`src/common/tmr_pkg.sv`:
```
/*
  Shared constants for the multi-mode timer set: register indices,
  field positions, reset values, divider taps and mode encodings.
  Assumes a 32-bit Avalon-MM slave with byte address = 4 * index.
*/
`default_nettype none
package tmr_pkg;
  // ***************************************************************
  // register word indices
  // ***************************************************************
  localparam logic [3:0] IDX_TX_LO = 4'h0;
  localparam logic [3:0] IDX_TX_HI = 4'h1;
  localparam logic [3:0] IDX_TY_LO = 4'h2;
  localparam logic [3:0] IDX_TY_HI = 4'h3;
  localparam logic [3:0] IDX_T1 = 4'h4;
  localparam logic [3:0] IDX_TX_MODE = 4'h7;
  localparam logic [3:0] IDX_TY_MODE = 4'h8;
  localparam logic [3:0] IDX_T123_MODE = 4'h9;
  localparam logic [3:0] IDX_SMALL_TIMER_TOGGLE_PIN_CTRL = 4'hA;
  localparam logic [3:0] IDX_STATUS = 4'hB;
  // ***************************************************************
  // field positions
  // ***************************************************************
  localparam int XM_SRC = 2;
  localparam int XM_SPECIAL = 4;
  localparam int XM_POL = 5;
  localparam int XM_STOP = 6;
  localparam int XM_WC = 7;
  localparam int YM_SRC = 2;
  localparam int YM_OUTEN = 4;
  localparam int YM_POL = 5;
  localparam int YM_WC = 7;
  localparam int SM_WC12 = 6;
  localparam int OC_EN = 0;
  localparam int OC_SEL = 1;
  localparam int OC_POL = 2;
  localparam int ST_TX = 0;
  localparam int ST_TY = 1;
  localparam int ST_T1 = 2;
  localparam int ST_PX = 5;
  localparam int ST_PY = 6;
  // ***************************************************************
  // reset values and divider
  // ***************************************************************
  localparam logic [15:0] CNT16_RST = 16'hFFFF;
  localparam logic [7:0] CNT8_RST = 8'hFF;
  localparam logic [7:0] CTRL_RST = 8'h00;
  localparam int DIV_TAPS = 4;
  localparam int DIV_W = 6;
  localparam int DIV_FIRST = 3;
  // ***************************************************************
  // mode encodings
  // ***************************************************************
  typedef enum logic [1:0] {X_TIMER, X_PULSE, X_EVENT, X_WIDTH} x_mode_t;
  typedef enum logic [1:0] {Y_TIMER, Y_PERIOD, Y_EVENT, Y_HL} y_mode_t;
endpackage
`default_nettype wire

```
`src/common/tick_if.sv`:
```
/*
  Carries the divided count-source enables from the divider to the timers.
  Assumes both ends run on sys_clk.
*/
`timescale 1ns/1ps
`default_nettype none
interface tick_if;
  logic [3:0] div_tick;
  modport src(output div_tick);
  modport sink(input div_tick);
endinterface
`default_nettype wire

```
`src/design/multi_mode_timer_set.sv`:
```
/*
  Two 16-bit and three 8-bit down-counting timers behind an Avalon-MM
  slave with waitrequest. Assumes bus signals on sys_clk and pins
  asynchronous; pin drivers are resolved outside from the enables.
*/
// Function
// - X,Y 16-bit; timers 1-3 8-bit down
// - X pulse mode toggles pin per underflow
// - X polarity picks pulse start level
// - X event mode counts selected pin edge
// - X width mode counts while pin active
// - X source special clock or div 8-64
// - X write-control 1: latch only
// - X write-control 0: counter and latch
// - X pin request edge follows polarity
// - Y timer mode counts div 8-64 only
// - Y output control toggles pin per underflow
// - Y polarity picks toggle start level
// - Y period edge: request, reload, continue
// - captured pre-reload value until Y read
// - Y period edge: falling 0, rising 1
// - Y event counts edges, no toggle
// - Y HL mode reloads on both edges
// - Y write-control like X
// - shared 1,2 write-control latch only
// - toggle pin from timer 1 or 2
// - underflow after zero reloads, sets request
// - X stop bit halts all modes
`timescale 1ns/1ps
`default_nettype none
module multi_mode_timer_set (
  input wire logic sys_clk,
  input wire logic rst_b,
  input wire logic [5:0] avs_address,
  input wire logic avs_read,
  input wire logic avs_write,
  input wire logic [31:0] avs_writedata,
  input wire logic [3:0] avs_byteenable,
  output logic [31:0] avs_readdata,
  output logic avs_waitrequest,
  input wire logic timer_x_ext_pin_i,
  output logic timer_x_ext_pin_o,
  output logic timer_x_ext_pin_oe,
  input wire logic timer_y_ext_pin_i,
  output logic timer_y_ext_pin_o,
  output logic timer_y_ext_pin_oe,
  output logic small_timer_toggle_pin,
  input wire logic special_count_source_clock
);
  // ***************************************************************
  // pins and prescaler
  // ***************************************************************
  tick_if ticks ();
  logic x_lvl, x_rise, x_fall, y_lvl, y_rise, y_fall, sp_rise;

  tick_divider u_div (.sys_clk(sys_clk), .rst_b(rst_b), .ticks(ticks.src));
  pin_sampler u_xpin (.sys_clk(sys_clk), .rst_b(rst_b), .pin(timer_x_ext_pin_i),
    .level(x_lvl), .rise(x_rise), .fall(x_fall));
  pin_sampler u_ypin (.sys_clk(sys_clk), .rst_b(rst_b), .pin(timer_y_ext_pin_i),
    .level(y_lvl), .rise(y_rise), .fall(y_fall));
  pin_sampler u_spin (.sys_clk(sys_clk), .rst_b(rst_b),
    .pin(special_count_source_clock), .level(), .rise(sp_rise), .fall());

  // ***************************************************************
  // bus slave
  // ***************************************************************
  logic wait_ff;
  logic [31:0] rdata_ff;
  logic [3:0] idx;
  logic [7:0] wdat;
  logic wr_take, rd_fire;
  logic [7:0] xmode_ff, ymode_ff, smode_ff, octl_ff, status_ff;
  logic [7:0] wr_buf_ff, rd_buf_ff;

  assign idx = avs_address[5:2];
  assign wdat = avs_writedata[7:0];
  // writes act on the edge that sees waitrequest low
  assign wr_take = avs_write & ~wait_ff & avs_byteenable[0];
  // reads are answered one edge earlier so data stands at the take edge
  assign rd_fire = avs_read & wait_ff;

  // one wait cycle per access, then release for one cycle
  always_ff @(posedge sys_clk or negedge rst_b) begin
    if (!rst_b) begin
      wait_ff <= 1'b1;
    end else if ((avs_read | avs_write) & wait_ff) begin
      wait_ff <= 1'b0;
    end else begin
      wait_ff <= 1'b1;
    end
  end

  // control registers
  always_ff @(posedge sys_clk or negedge rst_b) begin
    if (!rst_b) begin
      xmode_ff <= tmr_pkg::CTRL_RST;
      ymode_ff <= tmr_pkg::CTRL_RST;
      smode_ff <= tmr_pkg::CTRL_RST;
      octl_ff <= tmr_pkg::CTRL_RST;
    end else if (wr_take) begin
      if (idx == tmr_pkg::IDX_TX_MODE) begin
        xmode_ff <= wdat;
      end else if (idx == tmr_pkg::IDX_TY_MODE) begin
        ymode_ff <= wdat;
      end else if (idx == tmr_pkg::IDX_T123_MODE) begin
        smode_ff <= wdat;
      end else if (idx == tmr_pkg::IDX_SMALL_TIMER_TOGGLE_PIN_CTRL) begin
        octl_ff <= wdat;
      end
    end
  end

  // ***************************************************************
  // mode decode and count enables
  // ***************************************************************
  tmr_pkg::x_mode_t x_mode;
  tmr_pkg::y_mode_t y_mode;
  logic x_pol, y_pol, x_src, y_src;
  logic [1:0] tick16, direct16, latchwr16, uf16, reload16;
  logic [2:0] tick8, direct8, latchwr8, uf8;
  logic [15:0] cnt16_ff [2];
  logic [15:0] latch16_ff [2];
  logic [7:0] cnt8_ff [3];
  logic [7:0] latch8_ff [3];
  logic [15:0] hold_ff, y_val;
  logic hold_valid_ff, px_req, py_req;

  assign x_mode = tmr_pkg::x_mode_t'(xmode_ff[1:0]);
  assign y_mode = tmr_pkg::y_mode_t'(ymode_ff[1:0]);
  assign x_pol = xmode_ff[tmr_pkg::XM_POL];
  assign y_pol = ymode_ff[tmr_pkg::YM_POL];
  assign x_src = xmode_ff[tmr_pkg::XM_SPECIAL] ? sp_rise :
    ticks.div_tick[xmode_ff[tmr_pkg::XM_SRC +: 2]];
  assign y_src = ticks.div_tick[ymode_ff[tmr_pkg::YM_SRC +: 2]];

  // per-mode count pulses
  always_comb begin
    tick16 = 2'b00;
    reload16 = 2'b00;
    case (x_mode)
      tmr_pkg::X_EVENT: tick16[0] = x_pol ? x_fall : x_rise;
      tmr_pkg::X_WIDTH: tick16[0] = x_src & (x_lvl == ~x_pol);
      default: tick16[0] = x_src;
    endcase
    if (xmode_ff[tmr_pkg::XM_STOP]) begin
      tick16[0] = 1'b0;
    end
    case (y_mode)
      tmr_pkg::Y_EVENT: tick16[1] = y_pol ? y_fall : y_rise;
      tmr_pkg::Y_PERIOD: begin
        tick16[1] = y_src;
        reload16[1] = y_pol ? y_rise : y_fall;
      end
      tmr_pkg::Y_HL: begin
        tick16[1] = y_src;
        reload16[1] = y_rise | y_fall;
      end
      default: tick16[1] = y_src;
    endcase
  end

  assign px_req = x_pol ? x_fall : x_rise;
  assign py_req = (y_mode == tmr_pkg::Y_PERIOD || y_mode == tmr_pkg::Y_HL) ?
    reload16[1] : (y_pol ? y_fall : y_rise);

  // ***************************************************************
  // 16-bit timers X and Y
  // ***************************************************************
  for (genvar i = 0; i < 2; i++) begin : g_t16
    localparam logic [3:0] HI = (i == 0) ? tmr_pkg::IDX_TX_HI : tmr_pkg::IDX_TY_HI;
    localparam int WC = (i == 0) ? tmr_pkg::XM_WC : tmr_pkg::YM_WC;
    logic wc;
    assign wc = (i == 0) ? xmode_ff[WC] : ymode_ff[WC];
    assign direct16[i] = wr_take & (idx == HI) & ~wc;
    assign latchwr16[i] = wr_take & (idx == HI) & wc;
    assign uf16[i] = tick16[i] & (cnt16_ff[i] == 16'h0000) & ~direct16[i];

    always_ff @(posedge sys_clk or negedge rst_b) begin
      if (!rst_b) begin
        cnt16_ff[i] <= tmr_pkg::CNT16_RST;
        latch16_ff[i] <= tmr_pkg::CNT16_RST;
      end else if (direct16[i]) begin
        cnt16_ff[i] <= {wdat, wr_buf_ff};
        latch16_ff[i] <= {wdat, wr_buf_ff};
      end else begin
        if (latchwr16[i]) begin
          latch16_ff[i] <= {wdat, wr_buf_ff};
        end
        if (reload16[i] | uf16[i]) begin
          cnt16_ff[i] <= latch16_ff[i];
        end else if (tick16[i]) begin
          cnt16_ff[i] <= cnt16_ff[i] - 16'h0001;
        end
      end
    end
  end

  always_ff @(posedge sys_clk or negedge rst_b) begin
    if (!rst_b) begin
      hold_ff <= 16'h0000;
      hold_valid_ff <= 1'b0;
    end else if (reload16[1] & ~direct16[1]) begin
      hold_ff <= cnt16_ff[1];
      hold_valid_ff <= 1'b1;
    end else if (rd_fire && idx == tmr_pkg::IDX_TY_LO) begin
      hold_valid_ff <= 1'b0;
    end
  end
  assign y_val = hold_valid_ff ? hold_ff : cnt16_ff[1];

  // ***************************************************************
  // 8-bit timers 1, 2, 3
  // ***************************************************************
  for (genvar i = 0; i < 3; i++) begin : g_t8
    logic hit, lonly;
    assign tick8[i] = ticks.div_tick[smode_ff[2*i +: 2]];
    assign hit = wr_take & (idx == tmr_pkg::IDX_T1 + 4'(i));
    // shared control, timers 1 and 2
    assign lonly = (i < 2) & smode_ff[tmr_pkg::SM_WC12];
    assign direct8[i] = hit & ~lonly;
    assign latchwr8[i] = hit & lonly;
    assign uf8[i] = tick8[i] & (cnt8_ff[i] == 8'h00) & ~direct8[i];

    always_ff @(posedge sys_clk or negedge rst_b) begin
      if (!rst_b) begin
        cnt8_ff[i] <= tmr_pkg::CNT8_RST;
        latch8_ff[i] <= tmr_pkg::CNT8_RST;
      end else if (direct8[i]) begin
        cnt8_ff[i] <= wdat;
        latch8_ff[i] <= wdat;
      end else begin
        if (latchwr8[i]) begin
          latch8_ff[i] <= wdat;
        end
        if (uf8[i]) begin
          cnt8_ff[i] <= latch8_ff[i];
        end else if (tick8[i]) begin
          cnt8_ff[i] <= cnt8_ff[i] - 8'h01;
        end
      end
    end
  end

  // ***************************************************************
  // pin outputs
  // ***************************************************************
  logic y_out_en;
  assign y_out_en = (y_mode == tmr_pkg::Y_TIMER) & ymode_ff[tmr_pkg::YM_OUTEN];

  // idle level preset so the first underflow gives the first edge
  always_ff @(posedge sys_clk or negedge rst_b) begin
    if (!rst_b) begin
      timer_x_ext_pin_o <= 1'b1;
      timer_x_ext_pin_oe <= 1'b0;
    end else begin
      timer_x_ext_pin_oe <= (x_mode == tmr_pkg::X_PULSE);
      // start level, taken again on the entering cycle
      if (x_mode != tmr_pkg::X_PULSE) begin
        timer_x_ext_pin_o <= ~x_pol;
      end else if (!timer_x_ext_pin_oe) begin
        timer_x_ext_pin_o <= uf16[0] ? x_pol : ~x_pol;
      end else if (uf16[0]) begin
        timer_x_ext_pin_o <= ~timer_x_ext_pin_o;
      end
    end
  end

  // toggle output, timer mode only
  always_ff @(posedge sys_clk or negedge rst_b) begin
    if (!rst_b) begin
      timer_y_ext_pin_o <= 1'b1;
      timer_y_ext_pin_oe <= 1'b0;
    end else begin
      timer_y_ext_pin_oe <= y_out_en;
      // start level, taken again on the entering cycle
      if (!y_out_en) begin
        timer_y_ext_pin_o <= ~y_pol;
      end else if (!timer_y_ext_pin_oe) begin
        timer_y_ext_pin_o <= uf16[1] ? y_pol : ~y_pol;
      end else if (uf16[1]) begin
        timer_y_ext_pin_o <= ~timer_y_ext_pin_o;
      end
    end
  end

  logic tog_on_ff;
  logic tog_uf;
  assign tog_uf = octl_ff[tmr_pkg::OC_SEL] ? uf8[1] : uf8[0];

  // selected timer toggles; enable and polarity may arrive together
  always_ff @(posedge sys_clk or negedge rst_b) begin
    if (!rst_b) begin
      small_timer_toggle_pin <= 1'b1;
      tog_on_ff <= 1'b0;
    end else begin
      tog_on_ff <= octl_ff[tmr_pkg::OC_EN];
      if (!octl_ff[tmr_pkg::OC_EN]) begin
        small_timer_toggle_pin <= ~octl_ff[tmr_pkg::OC_POL];
      end else if (!tog_on_ff) begin
        small_timer_toggle_pin <= tog_uf ? octl_ff[tmr_pkg::OC_POL] : ~octl_ff[tmr_pkg::OC_POL];
      end else if (tog_uf) begin
        small_timer_toggle_pin <= ~small_timer_toggle_pin;
      end
    end
  end

  // ***************************************************************
  // request flags and byte-pair buffers
  // ***************************************************************
  logic [7:0] st_set, st_clr;
  assign st_set = {1'b0, py_req, px_req, uf8, uf16};
  assign st_clr = (wr_take && idx == tmr_pkg::IDX_STATUS) ? wdat : 8'h00;

  always_ff @(posedge sys_clk or negedge rst_b) begin
    if (!rst_b) begin
      status_ff <= 8'h00;
    end else begin
      status_ff <= (status_ff & ~st_clr) | st_set;
    end
  end

  // pairs rely on high-first reads, low-first writes
  always_ff @(posedge sys_clk or negedge rst_b) begin
    if (!rst_b) begin
      wr_buf_ff <= 8'h00;
    end else if (wr_take && (idx == tmr_pkg::IDX_TX_LO || idx == tmr_pkg::IDX_TY_LO)) begin
      wr_buf_ff <= wdat;
    end
  end

  // read mux; high byte read freezes the low byte
  always_ff @(posedge sys_clk or negedge rst_b) begin
    if (!rst_b) begin
      rdata_ff <= 32'h0000_0000;
      rd_buf_ff <= 8'h00;
    end else if (rd_fire) begin
      rdata_ff <= 32'h0000_0000;
      if (idx == tmr_pkg::IDX_TX_HI) begin
        rdata_ff[7:0] <= cnt16_ff[0][15:8];
        rd_buf_ff <= cnt16_ff[0][7:0];
      end else if (idx == tmr_pkg::IDX_TY_HI) begin
        rdata_ff[7:0] <= y_val[15:8];
        rd_buf_ff <= y_val[7:0];
      end else if (idx == tmr_pkg::IDX_TX_LO || idx == tmr_pkg::IDX_TY_LO) begin
        rdata_ff[7:0] <= rd_buf_ff;
      end else if (idx >= tmr_pkg::IDX_T1 && idx < tmr_pkg::IDX_TX_MODE) begin
        rdata_ff[7:0] <= cnt8_ff[idx[1:0]];
      end else if (idx == tmr_pkg::IDX_TX_MODE) begin
        rdata_ff[7:0] <= xmode_ff;
      end else if (idx == tmr_pkg::IDX_TY_MODE) begin
        rdata_ff[7:0] <= ymode_ff;
      end else if (idx == tmr_pkg::IDX_T123_MODE) begin
        rdata_ff[7:0] <= smode_ff;
      end else if (idx == tmr_pkg::IDX_SMALL_TIMER_TOGGLE_PIN_CTRL) begin
        rdata_ff[7:0] <= octl_ff;
      end else if (idx == tmr_pkg::IDX_STATUS) begin
        rdata_ff[7:0] <= status_ff;
      end
    end
  end

  assign avs_readdata = rdata_ff;
  assign avs_waitrequest = wait_ff;
endmodule
`default_nettype wire

```
`src/design/pin_sampler.sv`:
```
/*
  Two-flop synchroniser with edge detection for one external pin.
  Assumes the pin is asynchronous to sys_clk.
*/
`timescale 1ns/1ps
`default_nettype none
module pin_sampler (
  input wire logic sys_clk,
  input wire logic rst_b,
  input wire logic pin,
  output logic level,
  output logic rise,
  output logic fall
);
  logic meta_ff;
  logic sync_ff;
  logic prev_ff;

  // meta_ff feeds only sync_ff
  always_ff @(posedge sys_clk or negedge rst_b) begin
    if (!rst_b) begin
      meta_ff <= 1'b0;
      sync_ff <= 1'b0;
      prev_ff <= 1'b0;
    end else begin
      meta_ff <= pin;
      sync_ff <= meta_ff;
      prev_ff <= sync_ff;
    end
  end

  // edges seen on the synchronised copy only
  assign level = sync_ff;
  assign rise = sync_ff & ~prev_ff;
  assign fall = ~sync_ff & prev_ff;
endmodule
`default_nettype wire

```
`src/design/tick_divider.sv`:
```
/*
  Free-running prescaler giving one-cycle enables at sys_clk/8,16,32,64.
  Assumes a single clock and an asynchronous active-low reset.
*/
`timescale 1ns/1ps
`default_nettype none
module tick_divider (
  input wire logic sys_clk,
  input wire logic rst_b,
  tick_if.src ticks
);
  logic [tmr_pkg::DIV_W-1:0] cnt_ff;
  logic [3:0] tick_ff;
  logic [3:0] nxt_tick;

  // free counter, never stopped so phases stay fixed
  always_ff @(posedge sys_clk or negedge rst_b) begin
    if (!rst_b) begin
      cnt_ff <= '0;
    end else begin
      cnt_ff <= cnt_ff + 1'b1;
    end
  end

  // one tap per divide ratio
  for (genvar k = 0; k < tmr_pkg::DIV_TAPS; k++) begin : g_tap
    assign nxt_tick[k] = &cnt_ff[k+tmr_pkg::DIV_FIRST-1:0];
  end

  // registered so the enables are glitch free
  always_ff @(posedge sys_clk or negedge rst_b) begin
    if (!rst_b) begin
      tick_ff <= 4'h0;
    end else begin
      tick_ff <= nxt_tick;
    end
  end

  assign ticks.div_tick = tick_ff;
endmodule
`default_nettype wire

```
`config.mk`:
```
export PLATFORM = sky130hd
export DESIGN_NAME = multi_mode_timer_set
export DESIGN_NICKNAME = d
export VERILOG_FILES = /design/src/common/tmr_pkg.sv /design/src/common/tick_if.sv /design/src/design/multi_mode_timer_set.sv /design/src/design/pin_sampler.sv /design/src/design/tick_divider.sv
export SDC_FILE = /design/constraint.sdc
export NUM_CORES = 1
export LEC_CHECK = 0
export BUFFER_PORTS_ARGS = -buffer_cell sky130_fd_sc_hd__buf_4
export CORE_ASPECT_RATIO = 0.9
export CORE_MARGIN = 3
export CORE_UTILIZATION = 30
export CTS_CLUSTER_DIAMETER = 30
export CTS_CLUSTER_SIZE = 40
export DETAILED_ROUTE_END_ITERATION = 8
export GPL_ROUTABILITY_DRIVEN = 0
export SETUP_SLACK_MARGIN = 0.15
export SYNTH_ARGS = -nofsm -noshare
export SYNTH_HDL_FRONTEND = slang
export SYNTH_SLANG_ARGS = --single-unit
```
`constraint.sdc`:
```
create_clock -name sys_clk -period 2.47 [get_ports sys_clk]
set_input_delay 0.247 -clock sys_clk [delete_from_list [all_inputs] [get_ports sys_clk]]
set_output_delay 0.247 -clock sys_clk [all_outputs]
set_load 0.02 [all_outputs]
```
Yosys cells after proc, flatten, opt, wreduce, memory -nomap -nowiden

Index checks and enable logic that the tools add are counted.

Output and inout bits: 38
Flip-flop bits (word level): 219
Logic and storage cells: 246
Bits of input ports: 49

Multiplexer cells: 74
Equal/unequal tests: 22
Order comparisons: 8
Add/subtract/negate cells: 6
Reductions and logical operators: 33
Bitwise gates (word level): 65

Operator list:

| cell                    | count |
|---|---|
| $mux W8                 | 27 |
| $mux W16                | 11 |
| $and A1 B1 Y1           | 35 |
| $logic_not A16 Y1       | 2 |
| $sub A16 B1 Y16 const B | 2 |
| $mux W1                 | 28 |
| $logic_not A8 Y1        | 3 |
| $sub A8 B1 Y8 const B   | 3 |
| $not A1 Y1              | 23 |
| $bmux W8 S2             | 1 |
| $eq A4 B3 Y1 const B    | 4 |
| $eq A4 B4 Y1 const B    | 4 |
| $lt A2 B3 Y1 const B    | 5 |
| $reduce_bool A3 Y1      | 5 |
| $reduce_bool A2 Y1      | 6 |
| $bmux W1 S2             | 5 |
| $reduce_and A5 Y1       | 2 |
| $and A8 B8 Y8           | 1 |
| $eq A2 B2 Y1 const B    | 4 |
| $eq A4 B2 Y1 const B    | 2 |
| $not A8 Y8              | 1 |
| $or A8 B7 Y8            | 1 |
| $reduce_and A4 Y1       | 2 |
| $add A6 B1 Y6 const B   | 1 |
| 19 further kinds        | 30 |

Depth between registers and ports, before layout

Gate-level depths: netlist (run 1).

Depth after elaboration: 11
Mapped depth: 9

Hierarchy

Synthesis (run 1) repeated with hierarchy kept, for this count alone.

Cell total of the unflattened synthesis: 1,123
Area, all modules: 11,847.6 sq um

By module, submodules not included:

| module               | area each (sq um) | cells an instance | instances |
|---|---|---|---|
| multi_mode_timer_set | 11,239.5          | 1,087             | 1 |
| tick_divider         | 337.8             | 21                | 1 |
| pin_sampler          | 90.1              | 5                 | 3 |

Worst setup path before layout (run 1)

No wires, ideal clock.

Kind: register to register
From: reg wait_ff, in the netlist avs_waitrequest
To: reg latch16_ff[10] (netlist name)
Setup slack: 0.330 ns
Clock period less this slack: 2.140 ns
Path buffers: 3
Cell stages (with the launch flop): 7
Arrival time: 2.058 ns
Data required time: 2.388 ns
Path through: dfstp_2 > nand3b_4 > buf_2 > or3_1 > clkbuf_1 > clkbuf_1 > mux2_2

Cells in the longest elaborated chain, start to end: 6
Elaborated cells between the ends (all ways): 8

Ends and longest elaborated chain:

| what                                                  | RTL line                                                 | text |
|---|---|---|
| start, declared                                       | multi_mode_timer_set.sv:67                               | `logic wait_ff;` |
| start signal, assigned                                | multi_mode_timer_set.sv:85                               | `wait_ff <= 1'b1;` |
| start signal, assigned                                | multi_mode_timer_set.sv:87                               | `wait_ff <= 1'b0;` |
| start signal, assigned                                | multi_mode_timer_set.sv:89                               | `wait_ff <= 1'b1;` |
| $not A1 Y1 *                                          | multi_mode_timer_set.sv:78                               | `assign wr_take = avs_write & ~wait_ff & avs_byteenable[0];` |
| $and A1 B1 Y1 * (2 in series)                         | multi_mode_timer_set.sv:78                               |  |
| $and A1 B1 Y1 *                                       | multi_mode_timer_set.sv:174, multi_mode_timer_set.sv:175 |  |
| $and A1 B1 Y1 (on tied branches)                      | multi_mode_timer_set.sv:174, multi_mode_timer_set.sv:175 |  |
| $mux W16 / $reduce_bool A2 Y1 (equally long branches) | n/a                                                      |  |
| end signal, assigned by index                         | multi_mode_timer_set.sv:181                              | `latch16_ff[i] <= tmr_pkg::CNT16_RST;` |
| end signal, assigned by index                         | multi_mode_timer_set.sv:184                              | `latch16_ff[i] <= {wdat, wr_buf_ff};` |
| end signal, assigned by index                         | multi_mode_timer_set.sv:187                              | `latch16_ff[i] <= {wdat, wr_buf_ff};` |
| end, declared                                         | multi_mode_timer_set.sv:122                              | `logic [15:0] latch16_ff [2];` |

Mark *: on every way between the ends. The rest lies on a longest branch, timed or not.
A chain may end at the register's enable or synchronous reset.

Final worst setup path (run 1)

From: reg ymode_ff[2]
To: reg cnt16_ff[10] (netlist name)

Cells in the longest elaborated chain, start to end: 8
Elaborated cells between the ends (all ways): 9

Ends and longest elaborated chain:

| what                            | RTL line                    | text |
|---|---|---|
| start, declared                 | multi_mode_timer_set.sv:72  | `logic [7:0] xmode_ff, ymode_ff, smode_ff, octl_ff, status_ff;` |
| start signal, assigned          | multi_mode_timer_set.sv:97  | `ymode_ff <= tmr_pkg::CTRL_RST;` |
| start signal, assigned          | multi_mode_timer_set.sv:104 | `ymode_ff <= wdat;` |
| $bmux W1 S2 *                   | multi_mode_timer_set.sv:134 | `assign y_src = ticks.div_tick[ymode_ff[tmr_pkg::YM_SRC +: 2]];` |
| $mux W1 (implied by the code) * | multi_mode_timer_set.sv:134 |  |
| $mux W1 *                       | multi_mode_timer_set.sv:148 | `case (y_mode)` |
| $and A1 B1 Y1 (2 in series)     | multi_mode_timer_set.sv:176 | `assign uf16[i] = tick16[i] & (cnt16_ff[i] == 16'h0000) & ~direct16[i];` |
| $or A1 B1 Y1                    | multi_mode_timer_set.sv:189 | `if (reload16[i] \| uf16[i]) begin` |
| $mux W16                        | multi_mode_timer_set.sv:189 |  |
| $mux W16                        | multi_mode_timer_set.sv:182 | `end else if (direct16[i]) begin` |
| end signal, assigned by index   | multi_mode_timer_set.sv:183 | `cnt16_ff[i] <= {wdat, wr_buf_ff};` |
| end signal, assigned by index   | multi_mode_timer_set.sv:190 | `cnt16_ff[i] <= latch16_ff[i];` |
| end signal, assigned by index   | multi_mode_timer_set.sv:192 | `cnt16_ff[i] <= cnt16_ff[i] - 16'h0001;` |
| end, declared                   | multi_mode_timer_set.sv:121 | `logic [15:0] cnt16_ff [2];` |

Mark *: on every way between the ends. The rest lies on a longest branch, timed or not. The select of a mux whose other input is x is not followed.

==> metrics.txt, run 1 <==
status finished, final reports clean; Critical Path Sink Type flop; worst min path class in2reg; Reg area 5630 sq um; post-CTS setup buffer count 0; gr ovfl total 0; routed vias 9171; crit-path cells mux4_2, mux2_2, a41oi_4, buf_4, o211ai_1, o211ai_1, o21ai_0; startpoint types flop; P&R area growth vs syn 25.1%; register area share after synthesis 47.9%; nets 1260; H-tree levels 2; Hold Path Depth 3; skew final 0.0139 ns; Finished Layout Cells 1764; CTS buffer count 52; GR Util All Layers 15.9%; mux cell area share after synthesis 16.8%; Final Hold Viols 0; CTS tree built; worst-skew pair later-pin latency 0.53 ns; GR peak layer met2; R2R Setup Slk 0.15 ns; top cell type's share of synthesized area 25.9%; Die Width 215 um; Clock transition at path regs 0.05 ns; unrepaired setup endpoints after global routing true; routed len/inst 19.1 um; Clock Path Buffers 3; reg2reg path depth 7; Slew HR 52.9%; final setup vio count 0; Synth Area in Simple Gates 14.0%; Unique masters post-synth 66; GRT met3 Usage 3.21%; r2r startpoint ymode_ff[2]; fillers 3710; Syn. warnings 0; Adder-Cell Fraction of Synth Area 1.49%; delay-heaviest family, CP multiplexers; Worst path max stage delay 0.59 ns; Synth area leader dfstp_2; Die Y 194 um; I/O Pins 87; TNS Setup 0 ns; max-cap violation count 0; core area 38500 sq um; first-pass GRT wire length 52900 um; xor/xnor share of the synthesized area 1.49%; maximum vdd drop 0.586 mV; initial antenna violation count 0; #FFs+latches synth 219; Via-to-Cell Ratio 5.20; Diodes inserted 0; total power 0.0166 W; f_max 431 MHz; Initial Utilization 30.5%; main combinational cell family by area after synthesis multiplexers; RR Endpoint cnt16_ff[10]; Max FO, Critical Path 21; PwrDens 1130 nW/um^2; asr flop ratio synth 100%; most used cell, CP o211ai_1; layout cells sized above 1 36.6%; hold_sp avs_writedata[1]; area of the multi-input gates 5730 sq um; drt total wl 33700 um; router iterations before antenna repair 5; final critical-path share of the clock period 94.0%; average size of a mapped cell 10.5 sq um; HPWL Detailed 22100 um; DRC errors left 0; clock sinks 219; crit path kind reg2reg; Worst EP required 2.92 ns; Cells after DPL 1662; WP data arrival 2.77 ns; post-synthesis compound-gate area fraction 13.8%; drt first-iter violations 771; Area contributors post-synth dfstp_2 (26%), dfrtp_1 (22%), mux2_2 (11%), nand2_1 (4.3%), mux4_2 (3.8%); met1 Usage GRT 23.0%; Post-synth top flop dfstp_2; hold path endpoint latch8_ff[1]; Slew Limit Fails 0; number of synthesized flops with an enable pin 0; ANT nets after route 0; Site Rows 68; vias in the first global route 9112; Synth Instances 1122; Die Area 41600 sq um; Root Driver clkbuf_16; CP max-delay cell mux4_2; post-layout min period 2.32 ns; LEAKAGE 6.23 nW; port buffer count 33; GR Layer Usage met2 23.6%; largest net degree at the start of global routing 80; slew at the pin closest to its max-slew limit 0.705 ns; synthesized area 11800 sq um; Buffers & Inverters on Critical Path 1
-- worst max path at each step --
| stage | endpoint | depth (start not counted) | slack, ns | startpoint |
|---|---|---|---|---|
| final | cnt16_ff[10] | 7 | 0.15 | ymode_ff[2] |
| after global routing | cnt16_ff[13] | 6 | 0.08 | ymode_ff[2] |
| after CTS | cnt16_ff[10] | 7 | 0.16 | avs_waitrequest |
| after detailed placement | cnt16_ff[17] | 6 | 0.09 | xmode_ff[2] |
| after global placement | cnt16_ff[8] | 8 | 0.16 | u_ypin.prev_ff |
| after floorplan | latch16_ff[10] | 6 | 0.33 | avs_waitrequest |
-- layout by cell type, fill, tap and decap left out, types with 8 or more instances in the layout --
| cell type | instances |
|---|---|
| or3_1 | 13 |
| dfrtp_1 | 103 |
| conb_1 | 24 |
| dfstp_2 | 116 |
| xor2_1 | 14 |
| mux2i_1 | 18 |
| bufinv_16 | 9 |
| o22ai_1 | 12 |
| inv_1 | 22 |
| nor2_1 | 83 |
| mux4_2 | 20 |
| clkinvlp_4 | 8 |
| a21o_1 | 8 |
| a31oi_1 | 11 |
| ha_1 | 14 |
| a21oi_1 | 61 |
| o211ai_1 | 19 |
| clkbuf_16 | 53 |
| nand3_1 | 17 |
| nor3_1 | 15 |
| buf_4 | 77 |
| a211oi_1 | 8 |
| o21ai_0 | 87 |
| nand2b_1 | 16 |
| nor4_1 | 10 |
| nand2_1 | 134 |
| o31ai_1 | 12 |
| mux2_2 | 119 |
| clkinv_4 | 10 |
-- metal layers --
metal  part of all wire [%]  wire (um)
met5                      0          0
met4                    3.3       1100
met3                    6.2       2090
met2                     43      14600
met1                     47      16000
-- timing repair --
action	4_1_cts	5_1_grt
setup endpoints to repair	19	21
gates resized for setup	2	7
endpoints found under the hold margin	31	0
hold buffers	6	0
-- metrics by stage --
step	setup slack, ns	util (%)	area (sq um)	hold WS, ns
finish	0.149	38.1	14700	0.0711
global route	0.0833	38.1	14700	0.0779
CTS	0.161	38.1	14700	0.0537
detailed placement	0.0908	33.0	12700	0.327
global placement	0.156	33.0	12700	0.322
floorplan	0.330	-	11800	-0.0486
-- flip-flops by register name, indices dropped and copies added, names as in the netlist, 4 cells and up --
| name | flops |
|---|---|
| u_div.ticks.div_tick | 4 |
| latch16_ff | 32 |
| wr_buf_ff | 8 |
| xmode_ff | 8 |
| rd_buf_ff | 8 |
| latch8_ff | 24 |
| avs_readdata | 8 |
| ymode_ff | 8 |
| status_ff | 8 |
| smode_ff | 8 |
| octl_ff | 8 |
| hold_ff | 16 |
| cnt8_ff | 24 |
| u_div.cnt_ff | 6 |
| cnt16_ff | 32 |
-- layout make-up --
| type | instances | share of cell area [%] |
|---|---|---|
| multi-input combinational | 814 | 39.0 |
| sequential | 219 | 38.3 |
| clock buffer | 59 | 9.38 |
| timing repair buffer | 88 | 4.99 |
| tap | 525 | 4.47 |
| clock inverter | 37 | 3.36 |
| inverter | 22 | 0.562 |
-- report_power, final --
group | switching [W] | internal, W | total [W]
logic | 0.00171 | 0.00158 | 0.00329
registers | 0.00123 | 0.00490 | 0.00613
clock network | 0.00224 | 0.00498 | 0.00722
-- worst min-delay path, cell delays in order --
cell,delay (ns)
buf_4,0.21
nand2_1,0.09
nand2_1,0.05
-- synthesized netlist by cell type (15+ instances only) --
master / n
nor3_1: 15
a21oi_1: 61
mux4_2: 20
o211ai_1: 19
nand3_1: 17
nand2_1: 134
nor2_1: 85
mux2_2: 119
nand2b_1: 17
dfstp_2: 116
dfrtp_1: 103
clkbuf_1: 48
buf_4: 26
inv_1: 22
mux2i_1: 18
o21ai_0: 87
-- cells by family after synthesis --
family                     count (synthesis)
DFF                                      219
AOI/OAI and AO/OA                        260
adders and majority gates                 14
xor gates and xnor gates                  20
buffers and inverters                    112
and+or+nand+nor                          339
muxes                                    157
other                                      1
Power figures use the tool's default switching activity.
==> inputs of run 2 (changes only) <==
--- a/config.mk
+++ b/config.mk
@@ -8,11 +8,13 @@
 export BUFFER_PORTS_ARGS = -buffer_cell sky130_fd_sc_hd__buf_4
 export CORE_ASPECT_RATIO = 0.9
 export CORE_MARGIN = 3
-export CORE_UTILIZATION = 30
+export CORE_UTILIZATION = 50
+export CTS_BUF_LIST = sky130_fd_sc_hd__clkbuf_2 sky130_fd_sc_hd__clkbuf_4 sky130_fd_sc_hd__clkbuf_8
 export CTS_CLUSTER_DIAMETER = 30
 export CTS_CLUSTER_SIZE = 40
 export DETAILED_ROUTE_END_ITERATION = 8
 export GPL_ROUTABILITY_DRIVEN = 0
+export PLACE_DENSITY = 0.68
 export SETUP_SLACK_MARGIN = 0.15
 export SYNTH_ARGS = -nofsm -noshare
 export SYNTH_HDL_FRONTEND = slang
==> metrics.txt, run 2 (synthesis results as in run 1) <==
status finished, final reports clean; routed len/inst 20.6 um; Initial Utilization 51.6%; CTS tree built; Die Width 168 um; worst-skew pair later-pin latency 0.56 ns; I/O Pins 87; Slew Limit Fails 0; initial antenna violation count 0; worst min path class in2reg; port buffer count 33; layout cells sized above 1 36.9%; HPWL Detailed 21200 um; slew at the pin closest to its max-slew limit 0.694 ns; Worst path max stage delay 0.53 ns; P&R area growth vs syn 17.3%; nets 1263; max-cap violation count 0; ANT nets after route 0; Clock transition at path regs 0.07 ns; hold path endpoint latch8_ff[3]; Clock Path Buffers 3; router iterations before antenna repair 5; Die Y 151 um; Root Driver clkbuf_8; startpoint types flop; hold slack 0.0479 ns; GR Util All Layers 25.0%; Via-to-Cell Ratio 5.93; DRC errors left 0; unrepaired setup endpoints after global routing false; H-tree levels 2; vias in the first global route 8783; largest net degree at the start of global routing 83; WP data arrival 2.72 ns; Site Rows 52; hold_sp avs_writedata[3]; area of the multi-input gates 5730 sq um; first-pass GRT wire length 49800 um; R2R Setup Slk 0.24 ns; final critical-path share of the clock period 90.4%; drt total wl 31500 um; CP max-delay cell mux4_2; drt first-iter violations 754; maximum vdd drop 0.685 mV; commonest non-fill, non-tap cell in the layout nand2_1; top flop regs cnt16_ff (32), latch16_ff (32); clock sinks 219; Die Area 25400 sq um; core area 22800 sq um; commonest non-fill, non-tap cells in the layout nand2_1 (134), mux2_2 (119), dfstp_2 (116), dfrtp_1 (99); crit path kind reg2reg; fillers 1887; Final Hold Viols 0; gr ovfl total 0; r2r startpoint u_div.ticks.div_tick[3]; Worst EP required 2.96 ns; reg2reg path depth 6; CTS buffer count 46; crit-path cells mux4_2, mux2_2, a41oi_4, nor2_1, a2111oi_2, a211o_1; Diodes inserted 0; routed vias 9104; PwrDens 1040 nW/um^2; Critical Path Sink Type flop; TNS Setup 0 ns; post-layout min period 2.23 ns; Hold Path Depth 3; f_max 448 MHz; Max FO, Critical Path 6; RR Endpoint cnt16_ff[12]; skew final 0.0278 ns; Slew HR 53.7%; final setup vio count 0; LEAKAGE 5.95 nW; Reg area 5630 sq um
[run 2: cell count changes in the layout (fill, tap and decap cells not counted), sizes merged]
cell and change:
buf +8, bufinv +2, clkbuf -5, clkinv -1, clkinvlp -2, dlygate4sd3 +1, inv -5
[run 2: layer usage]
| layer | global-route usage, % | up-vias | wire length [um] |
|---|---|---|---|
| met5 | 0 | - | 0 |
| met4 | 7.69 | 0 | 783 |
| met3 | 5.48 | 54 | 2560 |
| met2 | 37.8 | 338 | 13900 |
| met1 | 36.4 | 4521 | 14300 |
| li1 | - | 4191 | - |
[run 2: layout make-up]
cell class	instances	share of cell area, %
clock buffer	54	5.26
clock inverter	31	3.40
inverter	22	0.599
multi-input combinational	814	41.5
sequential	219	40.9
tap	297	2.70
timing repair buffer	97	5.65
[run 2: repair_timing]
item | 4_1_cts | 5_1_grt
pin swaps | 1 | 3
hold buffers | 7 | 0
setup endpoints to repair | 19 | 23
resized for setup | 3 | 10
gates cloned | 0 | 0
buffers inserted | 1 | 6
endpoints found under the hold margin | 49 | 0
[run 2: worst max path at each step]
stage                            startpoint             end  slack (ns)
CTS                            cnt16_ff[16]    cnt16_ff[31]        0.16
global route        u_div.ticks.div_tick[3]    cnt16_ff[12]        0.12
global placement                xmode_ff[2]    cnt16_ff[16]        0.19
detailed placement              xmode_ff[2]    cnt16_ff[18]        0.09
floorplan                   avs_waitrequest  latch16_ff[10]        0.33
finish              u_div.ticks.div_tick[3]    cnt16_ff[12]        0.24
[run 2: critical path, delay by kind of cell, from the launching register on]
| family | cells | cell delay [ns] |
|---|---|---|
| multiplexers | 2 | 0.86 |
| AO/OA/AOI/OAI | 3 | 0.74 |
| flip-flops | 1 | 0.46 |
| AND/OR/NAND/NOR | 1 | 0.10 |
[run 2: report_power, final]
part,switching (W),internal (W),leakage [nW]
registers,0.00120,0.00489,2.51
logic,0.00168,0.00160,2.85
clock network,0.00178,0.00315,0.594
total,0.00466,0.00964,5.95
[run 2: per-stage QoR]
step	utilization [%]	total power, W	instances	setup slack [ns]	area (sq um)
2_1_floorplan	-	0.00810	1145	0.330	11800
3_3_place_gp	54.6	0.00914	1435	0.189	12400
3_5_place_dp	54.6	0.00929	1435	0.0916	12400
4_1_cts	60.2	0.0143	1528	0.160	13700
5_1_grt	60.5	0.0151	1534	0.125	13800
6_report	60.5	0.0143	1534	0.237	13800
